==> config.mk <==
export PLATFORM = sky130hd
export DESIGN_NAME = interrupt_and_reset_control
export DESIGN_NICKNAME = d
export VERILOG_FILES = /design/src/logic/irc_pkg.sv /design/src/logic/interrupt_and_reset_control.sv
export VERILOG_INCLUDE_DIRS = /design/src /design/src/logic
export SDC_FILE = /design/constraint.sdc
export NUM_CORES = 1
export LEC_CHECK = 0
export BUFFER_PORTS_ARGS = -buffer_cell sky130_fd_sc_hd__buf_2
export CAP_MARGIN = 20
export CELL_PAD_IN_SITES_DETAIL_PLACEMENT = 1
export CELL_PAD_IN_SITES_GLOBAL_PLACEMENT = 2
export CORE_ASPECT_RATIO = 0.7
export CORE_UTILIZATION = 34
export DETAILED_ROUTE_END_ITERATION = 10
export PLACE_DENSITY = 0.9
export SLEW_MARGIN = 20
export SYNTH_ARGS = -nofsm -noshare
export SYNTH_HDL_FRONTEND = slang
export SYNTH_SLANG_ARGS = --single-unit
==> constraint.sdc <==
create_clock -name core_clk_in -period 4.2 [get_ports core_clk_in]
set_clock_uncertainty 0.05 [all_clocks]
set_input_delay 1.26 -clock core_clk_in [delete_from_list [all_inputs] [get_ports core_clk_in]]
set_output_delay 1.26 -clock core_clk_in [all_outputs]
set_load 0.02 [all_outputs]
==> src/logic/irc_defines.svh <==
`ifndef IRC_DEFINES_SVH
`define IRC_DEFINES_SVH

// oscillator timing
`define IRC_OSC_PER_MC 12
`define IRC_PHASE_W 4
`define IRC_PHASE_LAST 4'hb
`define IRC_SAMPLE_PHASE 4'h9
`define IRC_CALL_PERIODS 24
`define IRC_RST_ENTRY_PERIODS 24
`define IRC_INIT_PERIODS 12
`define IRC_CNT_W 5

// sources in polling order
`define IRC_NSRC 5
`define IRC_SRC_EXT0 3'h0
`define IRC_SRC_TMR0 3'h1
`define IRC_SRC_EXT1 3'h2
`define IRC_SRC_TMR1 3'h3
`define IRC_SRC_SER 3'h4

// register byte addresses
`define IRC_ADDR_W 5
`define IRC_REG_ENABLE 5'h00
`define IRC_REG_PRIORITY 5'h04
`define IRC_REG_FLAGS 5'h08
`define IRC_REG_CTRL 5'h0c
`define IRC_REG_STATUS 5'h10

// field positions and reset values
`define IRC_GATE_BIT 7
`define IRC_ENABLE_RST 8'h00
`define IRC_PRIORITY_RST 5'h00
`define IRC_CTRL_RST 2'h0
`define IRC_START_ADDR 16'h0000
`define IRC_PORT_PRESET_MASK 5'h0f

`endif

==> src/logic/irc_pkg.sv <==
package irc_pkg;

  typedef enum logic [1:0] {
    rst_run = 2'b00,
    rst_entry = 2'b01,
    rst_dormant = 2'b10,
    rst_init = 2'b11
  } rst_state_e;

  typedef struct packed {
    logic active;
    logic high_level;
    logic [2:0] source;
  } call_s;

  typedef struct packed {
    logic last_cycle;
    logic blocking;
    logic return_from_interrupt_instr;
  } core_evt_s;

endpackage

==> src/logic/interrupt_and_reset_control.sv <==
// Our own choices: the Avalon-MM register port and the address map.
`timescale 1ns/1ns
`include "irc_defines.svh"
// What this block does
// (RULE1) two in-service flops, low and high level
// (RULE2) return instruction clears serviced level's flop
// (RULE3) latch requests in 10th period of cycles
// (RULE4) request needs enable and priority bit qualification
// (RULE5) acknowledge sets in-service, issues call, pushes counter
// (RULE6) hardware clears edge and timer flags on vector
// (RULE7) software clears serial and level external flags; code clears a level external flag when its pin samples high
// (RULE8) late requests wait one more instruction
// (RULE9) hardware call lasts two machine cycles
// (RULE10) after return or enable access, wait one instruction
// (RULE11) single interrupt latency between three and eight cycles
// (RULE12) equal or higher level in service blocks
// (RULE13) reset pin held low two machine cycles
// (RULE14) stop executing 24 periods after reset low
// (RULE15) twelve-period init then fetch from 0000h
// (RULE16) reset presets port latches except port four
// (RULE17) keep strobe undriven during and after reset
// (RULE18) global gate zero blocks every acknowledge
// (RULE19) high level preempts low, never same
// (RULE20) fixed polling order inside one level
// (RULE21) reset clears both in-service flops
module interrupt_and_reset_control (
  input wire logic core_clk_in,
  input wire logic resetn_in,
  input wire logic [`IRC_ADDR_W-1:0] avs_address_in,
  input wire logic avs_read_in,
  input wire logic avs_write_in,
  input wire logic [31:0] avs_writedata_in,
  output logic [31:0] avs_readdata_out,
  output logic avs_waitrequest_out,
  input wire logic reset_pin_n_in,
  input wire logic ext_irq_line0_in,
  input wire logic ext_irq_line1_in,
  input wire logic timer0_overflow_in,
  input wire logic timer1_overflow_in,
  input wire logic serial_event_in,
  input irc_pkg::core_evt_s core_evt_in,
  output irc_pkg::call_s call_out,
  output logic [1:0] in_service_out,
  output logic run_out,
  output logic fetch_start_out,
  output logic [15:0] fetch_addr_out,
  output logic [4:0] port_preset_out
);

  localparam int NSRC = `IRC_NSRC;

  // first pending source of a vector in polling order
  function automatic logic [2:0] first_src(input logic [NSRC-1:0] req);
    logic [2:0] idx;
    idx = `IRC_SRC_SER;
    for (int i = NSRC - 1; i >= 0; i--) begin
      if (req[i]) begin
        idx = 3'(i);
      end
    end
    return idx;
  endfunction

  logic [1:0] ext_meta_r;
  logic [1:0] ext_sync_r;
  logic rst_meta_r;
  logic rst_sync_r;
  irc_pkg::rst_state_e rst_state_r;
  logic [`IRC_CNT_W-1:0] rst_cnt_r;
  logic [`IRC_PHASE_W-1:0] phase_r;
  logic [7:0] enable_r;
  logic [NSRC-1:0] priority_r;
  logic [NSRC-1:0] flags_r;
  logic [NSRC-1:0] flags_nxt;
  logic [1:0] edge_mode_r;
  logic [1:0] ext_prev_r;
  logic [NSRC-1:0] sample_r;
  logic [NSRC-1:0] poll_r;
  logic [1:0] in_service_r;
  irc_pkg::call_s call_r;
  logic [`IRC_CNT_W-1:0] call_cnt_r;
  logic bus_ack_r;
  logic [31:0] rdata_r;
  logic fetch_start_r;

  logic running;
  logic dormant;
  logic mc_end;
  logic sample_now;
  logic call_done;
  logic [NSRC-1:0] qual;
  logic [NSRC-1:0] hi_req;
  logic [NSRC-1:0] lo_req;
  logic take_hi;
  logic take_lo;
  logic ack;
  logic bus_req;
  logic bus_wr;
  logic [NSRC-1:0] flag_set;
  logic [NSRC-1:0] flag_clr;

  assign running = (rst_state_r == irc_pkg::rst_run) || (rst_state_r == irc_pkg::rst_entry);
  assign dormant = (rst_state_r == irc_pkg::rst_dormant);
  assign mc_end = running && (phase_r == `IRC_PHASE_LAST);
  assign sample_now = running && (phase_r == `IRC_SAMPLE_PHASE);
  assign call_done = call_r.active && (call_cnt_r == `IRC_CNT_W'(`IRC_CALL_PERIODS - 1));

  // pin synchronisers
  always_ff @(posedge core_clk_in or negedge resetn_in) begin
    if (!resetn_in) begin
      ext_meta_r <= 2'h3;
      ext_sync_r <= 2'h3;
      rst_meta_r <= 1'b0;
      rst_sync_r <= 1'b0;
    end else begin
      ext_meta_r <= {ext_irq_line1_in, ext_irq_line0_in};
      ext_sync_r <= ext_meta_r;
      rst_meta_r <= reset_pin_n_in;
      rst_sync_r <= rst_meta_r;
    end
  end

  // reset pin sequencing
  always_ff @(posedge core_clk_in or negedge resetn_in) begin
    if (!resetn_in) begin
      rst_state_r <= irc_pkg::rst_dormant;
      rst_cnt_r <= '0;
      fetch_start_r <= 1'b0;
    end else begin
      fetch_start_r <= 1'b0;
      unique case (rst_state_r)
        irc_pkg::rst_run: begin
          rst_cnt_r <= '0;
          if (!rst_sync_r) begin
            rst_state_r <= irc_pkg::rst_entry;
          end
        end
        irc_pkg::rst_entry: begin
          if (rst_sync_r) begin
            rst_state_r <= irc_pkg::rst_run;
          end else if (rst_cnt_r == `IRC_CNT_W'(`IRC_RST_ENTRY_PERIODS - 1)) begin
            rst_state_r <= irc_pkg::rst_dormant; // see (RULE14) see (RULE13)
            rst_cnt_r <= '0;
          end else begin
            rst_cnt_r <= rst_cnt_r + 1'b1;
          end
        end
        irc_pkg::rst_dormant: begin
          rst_cnt_r <= '0;
          if (rst_sync_r) begin
            rst_state_r <= irc_pkg::rst_init;
          end
        end
        irc_pkg::rst_init: begin
          if (!rst_sync_r) begin
            rst_state_r <= irc_pkg::rst_dormant;
            rst_cnt_r <= '0;
          end else if (rst_cnt_r == `IRC_CNT_W'(`IRC_INIT_PERIODS - 1)) begin
            rst_state_r <= irc_pkg::rst_run; // see (RULE15)
            fetch_start_r <= 1'b1;
          end else begin
            rst_cnt_r <= rst_cnt_r + 1'b1;
          end
        end
      endcase
    end
  end

  // oscillator period within the machine cycle
  always_ff @(posedge core_clk_in or negedge resetn_in) begin
    if (!resetn_in) begin
      phase_r <= '0;
    end else if (!running || phase_r == `IRC_PHASE_LAST) begin
      phase_r <= '0;
    end else begin
      phase_r <= phase_r + 1'b1;
    end
  end

  // register bus
  assign bus_req = avs_read_in || avs_write_in;
  assign bus_wr = avs_write_in && bus_ack_r;
  assign avs_waitrequest_out = bus_req && !bus_ack_r;

  always_ff @(posedge core_clk_in or negedge resetn_in) begin
    if (!resetn_in) begin
      bus_ack_r <= 1'b0;
      rdata_r <= '0;
    end else begin
      bus_ack_r <= bus_req && !bus_ack_r;
      rdata_r <= '0;
      unique case (avs_address_in)
        `IRC_REG_ENABLE: rdata_r[7:0] <= enable_r;
        `IRC_REG_PRIORITY: rdata_r[NSRC-1:0] <= priority_r;
        `IRC_REG_FLAGS: rdata_r[NSRC-1:0] <= flags_r;
        `IRC_REG_CTRL: rdata_r[1:0] <= edge_mode_r;
        `IRC_REG_STATUS: rdata_r[3:0] <= {running, call_r.active, in_service_r};
        default: rdata_r <= '0;
      endcase
    end
  end
  assign avs_readdata_out = rdata_r;

  always_ff @(posedge core_clk_in or negedge resetn_in) begin
    if (!resetn_in) begin
      enable_r <= `IRC_ENABLE_RST;
      priority_r <= `IRC_PRIORITY_RST;
      edge_mode_r <= `IRC_CTRL_RST;
    end else if (dormant) begin
      enable_r <= `IRC_ENABLE_RST;
      priority_r <= `IRC_PRIORITY_RST;
      edge_mode_r <= `IRC_CTRL_RST;
    end else if (bus_wr) begin
      if (avs_address_in == `IRC_REG_ENABLE) begin
        enable_r <= avs_writedata_in[7:0];
      end
      if (avs_address_in == `IRC_REG_PRIORITY) begin
        priority_r <= avs_writedata_in[NSRC-1:0];
      end
      if (avs_address_in == `IRC_REG_CTRL) begin
        edge_mode_r <= avs_writedata_in[1:0];
      end
    end
  end

  // request flags: hardware set wins over any clear
  always_comb begin
    flag_set = '0;
    flag_clr = '0;
    for (int e = 0; e < 2; e++) begin
      if (sample_now) begin
        if (edge_mode_r[e]) begin
          flag_set[2*e] = ext_prev_r[e] && !ext_sync_r[e];
        end else begin
          flag_set[2*e] = !ext_sync_r[e];
          flag_clr[2*e] = ext_sync_r[e];
        end
      end
    end
    flag_set[`IRC_SRC_TMR0] = timer0_overflow_in;
    flag_set[`IRC_SRC_TMR1] = timer1_overflow_in;
    flag_set[`IRC_SRC_SER] = serial_event_in;
    if (call_done) begin
      unique case (call_r.source)
        `IRC_SRC_EXT0: flag_clr[`IRC_SRC_EXT0] = edge_mode_r[0]; // see (RULE6) see (RULE7)
        `IRC_SRC_EXT1: flag_clr[`IRC_SRC_EXT1] = edge_mode_r[1]; // see (RULE6) see (RULE7)
        `IRC_SRC_TMR0: flag_clr[`IRC_SRC_TMR0] = 1'b1; // see (RULE6)
        `IRC_SRC_TMR1: flag_clr[`IRC_SRC_TMR1] = 1'b1; // see (RULE6)
        default: flag_clr = flag_clr;
      endcase
    end
    flags_nxt = (bus_wr && avs_address_in == `IRC_REG_FLAGS) ?
                avs_writedata_in[NSRC-1:0] : flags_r;
    flags_nxt = (flags_nxt & ~flag_clr) | flag_set;
  end

  always_ff @(posedge core_clk_in or negedge resetn_in) begin
    if (!resetn_in) begin
      flags_r <= '0;
      ext_prev_r <= 2'h3;
    end else if (dormant) begin
      flags_r <= '0;
      ext_prev_r <= 2'h3;
    end else begin
      flags_r <= flags_nxt;
      if (sample_now) begin
        ext_prev_r <= ext_sync_r;
      end
    end
  end

  // sample in the 10th period, poll one machine cycle later
  always_ff @(posedge core_clk_in or negedge resetn_in) begin
    if (!resetn_in) begin
      sample_r <= '0;
      poll_r <= '0;
    end else begin
      if (sample_now) begin
        sample_r <= flags_r; // see (RULE3)
      end
      if (mc_end) begin
        poll_r <= sample_r; // see (RULE8)
      end
    end
  end

  // qualification and arbitration
  assign qual = poll_r & enable_r[NSRC-1:0] & {NSRC{enable_r[`IRC_GATE_BIT]}}; // see (RULE4) see (RULE18)
  assign hi_req = qual & priority_r;
  assign lo_req = qual & ~priority_r;
  assign take_hi = (|hi_req) && !in_service_r[1]; // see (RULE19) see (RULE12)
  assign take_lo = (|lo_req) && (in_service_r == 2'h0); // see (RULE12)
  assign ack = mc_end && core_evt_in.last_cycle && !core_evt_in.blocking &&
               !call_r.active && (take_hi || take_lo); // see (RULE10) see (RULE11)

  // hardware call: core pushes the counter only, status word untouched
  always_ff @(posedge core_clk_in or negedge resetn_in) begin
    if (!resetn_in) begin
      call_r <= '0;
      call_cnt_r <= '0;
    end else if (!running) begin
      call_r <= '0;
      call_cnt_r <= '0;
    end else if (ack) begin
      call_r.active <= 1'b1; // see (RULE5)
      call_r.high_level <= take_hi;
      call_r.source <= take_hi ? first_src(hi_req) : first_src(lo_req); // see (RULE20)
      call_cnt_r <= '0;
    end else if (call_done) begin
      call_r.active <= 1'b0; // see (RULE9)
    end else if (call_r.active) begin
      call_cnt_r <= call_cnt_r + 1'b1;
    end
  end
  assign call_out = call_r;

  // in-service flops
  always_ff @(posedge core_clk_in or negedge resetn_in) begin
    if (!resetn_in) begin
      in_service_r <= 2'h0;
    end else if (dormant) begin
      in_service_r <= 2'h0; // see (RULE21)
    end else if (call_done) begin
      in_service_r[call_r.high_level] <= 1'b1; // see (RULE1) see (RULE5)
    end else if (core_evt_in.return_from_interrupt_instr && running) begin
      if (in_service_r[1]) begin
        in_service_r[1] <= 1'b0; // see (RULE2)
      end else begin
        in_service_r[0] <= 1'b0; // see (RULE2)
      end
    end
  end
  assign in_service_out = in_service_r;

  // core and port side
  always_ff @(posedge core_clk_in or negedge resetn_in) begin
    if (!resetn_in) begin
      run_out <= 1'b0;
      port_preset_out <= '0;
    end else begin
      run_out <= running && !(rst_state_r == irc_pkg::rst_entry && rst_cnt_r ==
                 `IRC_CNT_W'(`IRC_RST_ENTRY_PERIODS - 1)); // see (RULE14)
      port_preset_out <= dormant ? `IRC_PORT_PRESET_MASK : 5'h00; // see (RULE16)
    end
  end
  assign fetch_start_out = fetch_start_r;
  assign fetch_addr_out = `IRC_START_ADDR; // see (RULE15)

endmodule

==> flow_summary.yaml <==
clock_tree:
  ctsResizeCount: 0
  cts_sinks: 73
  tritoncts.num_buffers: 9
  clk_pin_slew_ps: 60
  cts_hold_buffers: 0
  ctsRootBufferMaster: "clkbuf_16"
  htree_levels: 3
  clock_path_buffers: 2
  worstSkewPairLatency_ps: 350
  post_cts_buffers: 0
  tritoncts: "built"
floorplan:
  effective_utilization_at_floorplan_pct: 34.9
  num_io_pins: 113
  die_w_um: 129
  die_h_um: 90.8
  num_rows: 32
  coreArea_mm2: 0.0110
  die_footprint_mm2: 0.0117
job:
  timing.max_cap.violations: 0
route:
  detail_route.wl_per_cell_um: 16.4
  viasPerCell: 4.84
  total_wire_length_mm: 9.38
  initialDrtViolationCount: 107
  number_of_antenna_violating_nets_in_the_routed_design: 0
  remaining_drcs: 0
  vias: 2776
  firstDrtPassIters: 4
synth:
  syn_avg_cell_area_um2: 10.4
  synth.yosys.warnings: 0
  synth-edff-count: 0
  ys_async_sr_fraction_pct: 100
  netlist_instances: 368
  yosys.area.top_type: "dfrtp_1"
  ys_types: 52
  ys_seq_area_share_pct: 47.9
  main_area_contributors_after_synthesis: "dfrtp_1 43%, buf_4 8.6%, mux2i_1 7.1%, dfstp_2 4.8%, nor2_1 4.1%"
  netlist.area_leader.share_pct: 43.1
  synth_seq_cells: 73
  synthesis.area_mm2: 0.00383
  postSynth.topFlopCell: "dfrtp_1"
global_routing:
  grt_remaining_overflow: 0
  grt_max_degree: 40
  grt_pass1_vias: 2950
  global_route_wire_length_before_repair_mm: 15.5
  antenna_found_initial: 0
  grt.total_usage_pct: 17.8
worst_hold_path:
  hold_path_startpoint: "ext_meta_r[1]"
  hold_class: "reg -> reg"
  hold-path-cell-count: 0
  min_delay_worst_endpoint: "ext_sync_r[1]"
setup_path:
  critical_path_peak_fanout: 2
  cp-start-kind: "primary input"
  worst_setup_path_end_kind: "primary output"
  startpoint_to_endpoint_class_of_the_critical_path: "in -> out"
  cp_data_arrival_time_ps: 1690
  rr_worst_depth: 6
  r2r_end: "call_out[1]"
  reg2reg_setup_slack_ps: 1920
  ff_to_ff_start: "phase_r[0]"
  worst-endpoint-required_ps: 2890
placement:
  place.port_buffers: 47
  dpl.cell_count: 557
  area_after_dpl_mm2: 0.00405
  dp_hpwl_mm: 6.86
  gpl.final_weighted_congestion: 0.814
final_layout:
  final-instance-count-excl-fill: 573
  post_route_cells_drive_above_1_share_pct: 22.1
  antenna-diode-count: 0
  postLayoutCellArea_mm2: 0.00434
  postLayoutCoreUtil_pct: 39.6
  fin_nets: 469
  area.growth.synth_to_final_pct: 13.4
power_and_ir_drop:
  finalPower_mw: 1.73
  power.density_mw_per_mm2: 399
  cellLeakagePower_nw: 2.01
  irDropWorstVdd_v: 0.000187
timing:
  setup_violations: 0
  achievable-frequency_mhz: 333
  grt_setup_unrepaired: "false"
  finalHoldViolations: 0
  slew_viol_final: 0
  timing.final.crit_period_ps: 3000
  timing.max_slew.rel_slack_pct: 40.9
  worstMarginPinSlew_ps: 887
  final.setup.tns_ps: 0
  timing.final.crit_share_pct: 71.5
status:
  status: "completed"
report_power, final:
group / leakage, nW / internal, mW / switching [mW] / total [mW]
sequential: 0.869 / 0.749 / 0.0453 / 0.795
clock: 0.146 / 0.459 / 0.303 / 0.762
combinational: 0.998 / 0.0631 / 0.114 / 0.177
total: 2.01 / 1.27 / 0.463 / 1.73
metal layers:
metal / vias to the layer above / part of all wire (%) / routed length, um / GRT usage, %
li1: 1305 / - / - / -
met3: 15 / 3.7 / 343 / 4.50
met1: 1404 / 47 / 4420 / 23.3
met2: 52 / 48 / 4460 / 27.6
met5: - / 0 / 0 / 0
met4: 0 / 1.6 / 150 / 7.94
worst max path at each step:
stage	startpoint	end	slack (ps)	cells past startpoint
2_1_floorplan	avs_write_in	avs_waitrequest_out	1300	2
3_3_place_gp	avs_address_in[1]	enable_r[5]	1100	5
3_5_place_dp	avs_address_in[1]	enable_r[0]	1070	5
4_1_cts	avs_write_in	avs_waitrequest_out	1190	4
5_1_grt	avs_write_in	avs_waitrequest_out	1150	4
6_report	avs_write_in	avs_waitrequest_out	1200	4
worst max-delay path, stage by stage:
cell and delay (ps):
buf_2 90, nor2_1 40, nor2_1 110, buf_2 180
cell usage in the layout (no fill, tap or decap), types with 7 or more instances in the layout:
cell type  count
a21oi_1       10
and3_1         7
conb_1        41
nand4_1        9
mux2_2        12
o21ai_0       14
nand3_1        7
nor2_1        42
dfrtp_1       66
nand2_1       26
mux2i_1       27
clkbuf_16      9
buf_2         47
inv_1         12
dfstp_2        7
metrics by stage:
step                      setup WS [ps]  hold WS (ps)
after floorplan                    1300           281
after global placement             1100           286
after detailed placement           1070           297
after CTS                          1190           306
after global routing               1150           310
final                              1200           305
final cells by class:
class,instances,area [um^2]
Fill cell,1271,6630
Sequential cell,73,1840
Multi-Input combinational cell,268,1720
Timing Repair Buffer,50,258
Clock buffer,9,225
Tap cell,153,191
Clock inverter,7,70.1
Inverter,13,48.8
synthesized netlist by cell type, types with 7 or more instances:
| master | count |
|---|---|
| o21ai_0 | 14 |
| nor2_1 | 42 |
| nand4_1 | 9 |
| a21oi_1 | 10 |
| dfstp_2 | 7 |
| inv_1 | 12 |
| mux2_2 | 12 |
| buf_4 | 44 |
| dfrtp_1 | 66 |
| mux2i_1 | 27 |
| nand3_1 | 7 |
| and3_1 | 7 |
| nand2_1 | 26 |
state kept, by name (all words and copies together), names as in the netlist, named ones only:
name	cells
call_out	5
flags_r	5
rst_meta_r	1
bus_ack_r	1
edge_mode_r	2
phase_r	4
avs_readdata_out	8
call_cnt_r	5
poll_r	5
rst_sync_r	1
in_service_out	2
priority_r	5
rst_state_r	1
sample_r	5
ext_meta_r	2
ext_sync_r	2
port_preset_out	1
rst_cnt_r	5
fetch_start_out	1
ext_prev_r	2
enable_r	8
run_out	1
cells by family after synthesis:
logic type	Yosys count	share of synthesized area, %
simple gates	123	17.1
flops	73	47.9
buf+inv	67	11.2
compound gates	54	9.41
mux	41	11.8
fa+ha+maj	5	1.57
xor+xnor	4	0.915
other cells	1	0.0979
Power figures use the tool's default switching activity.
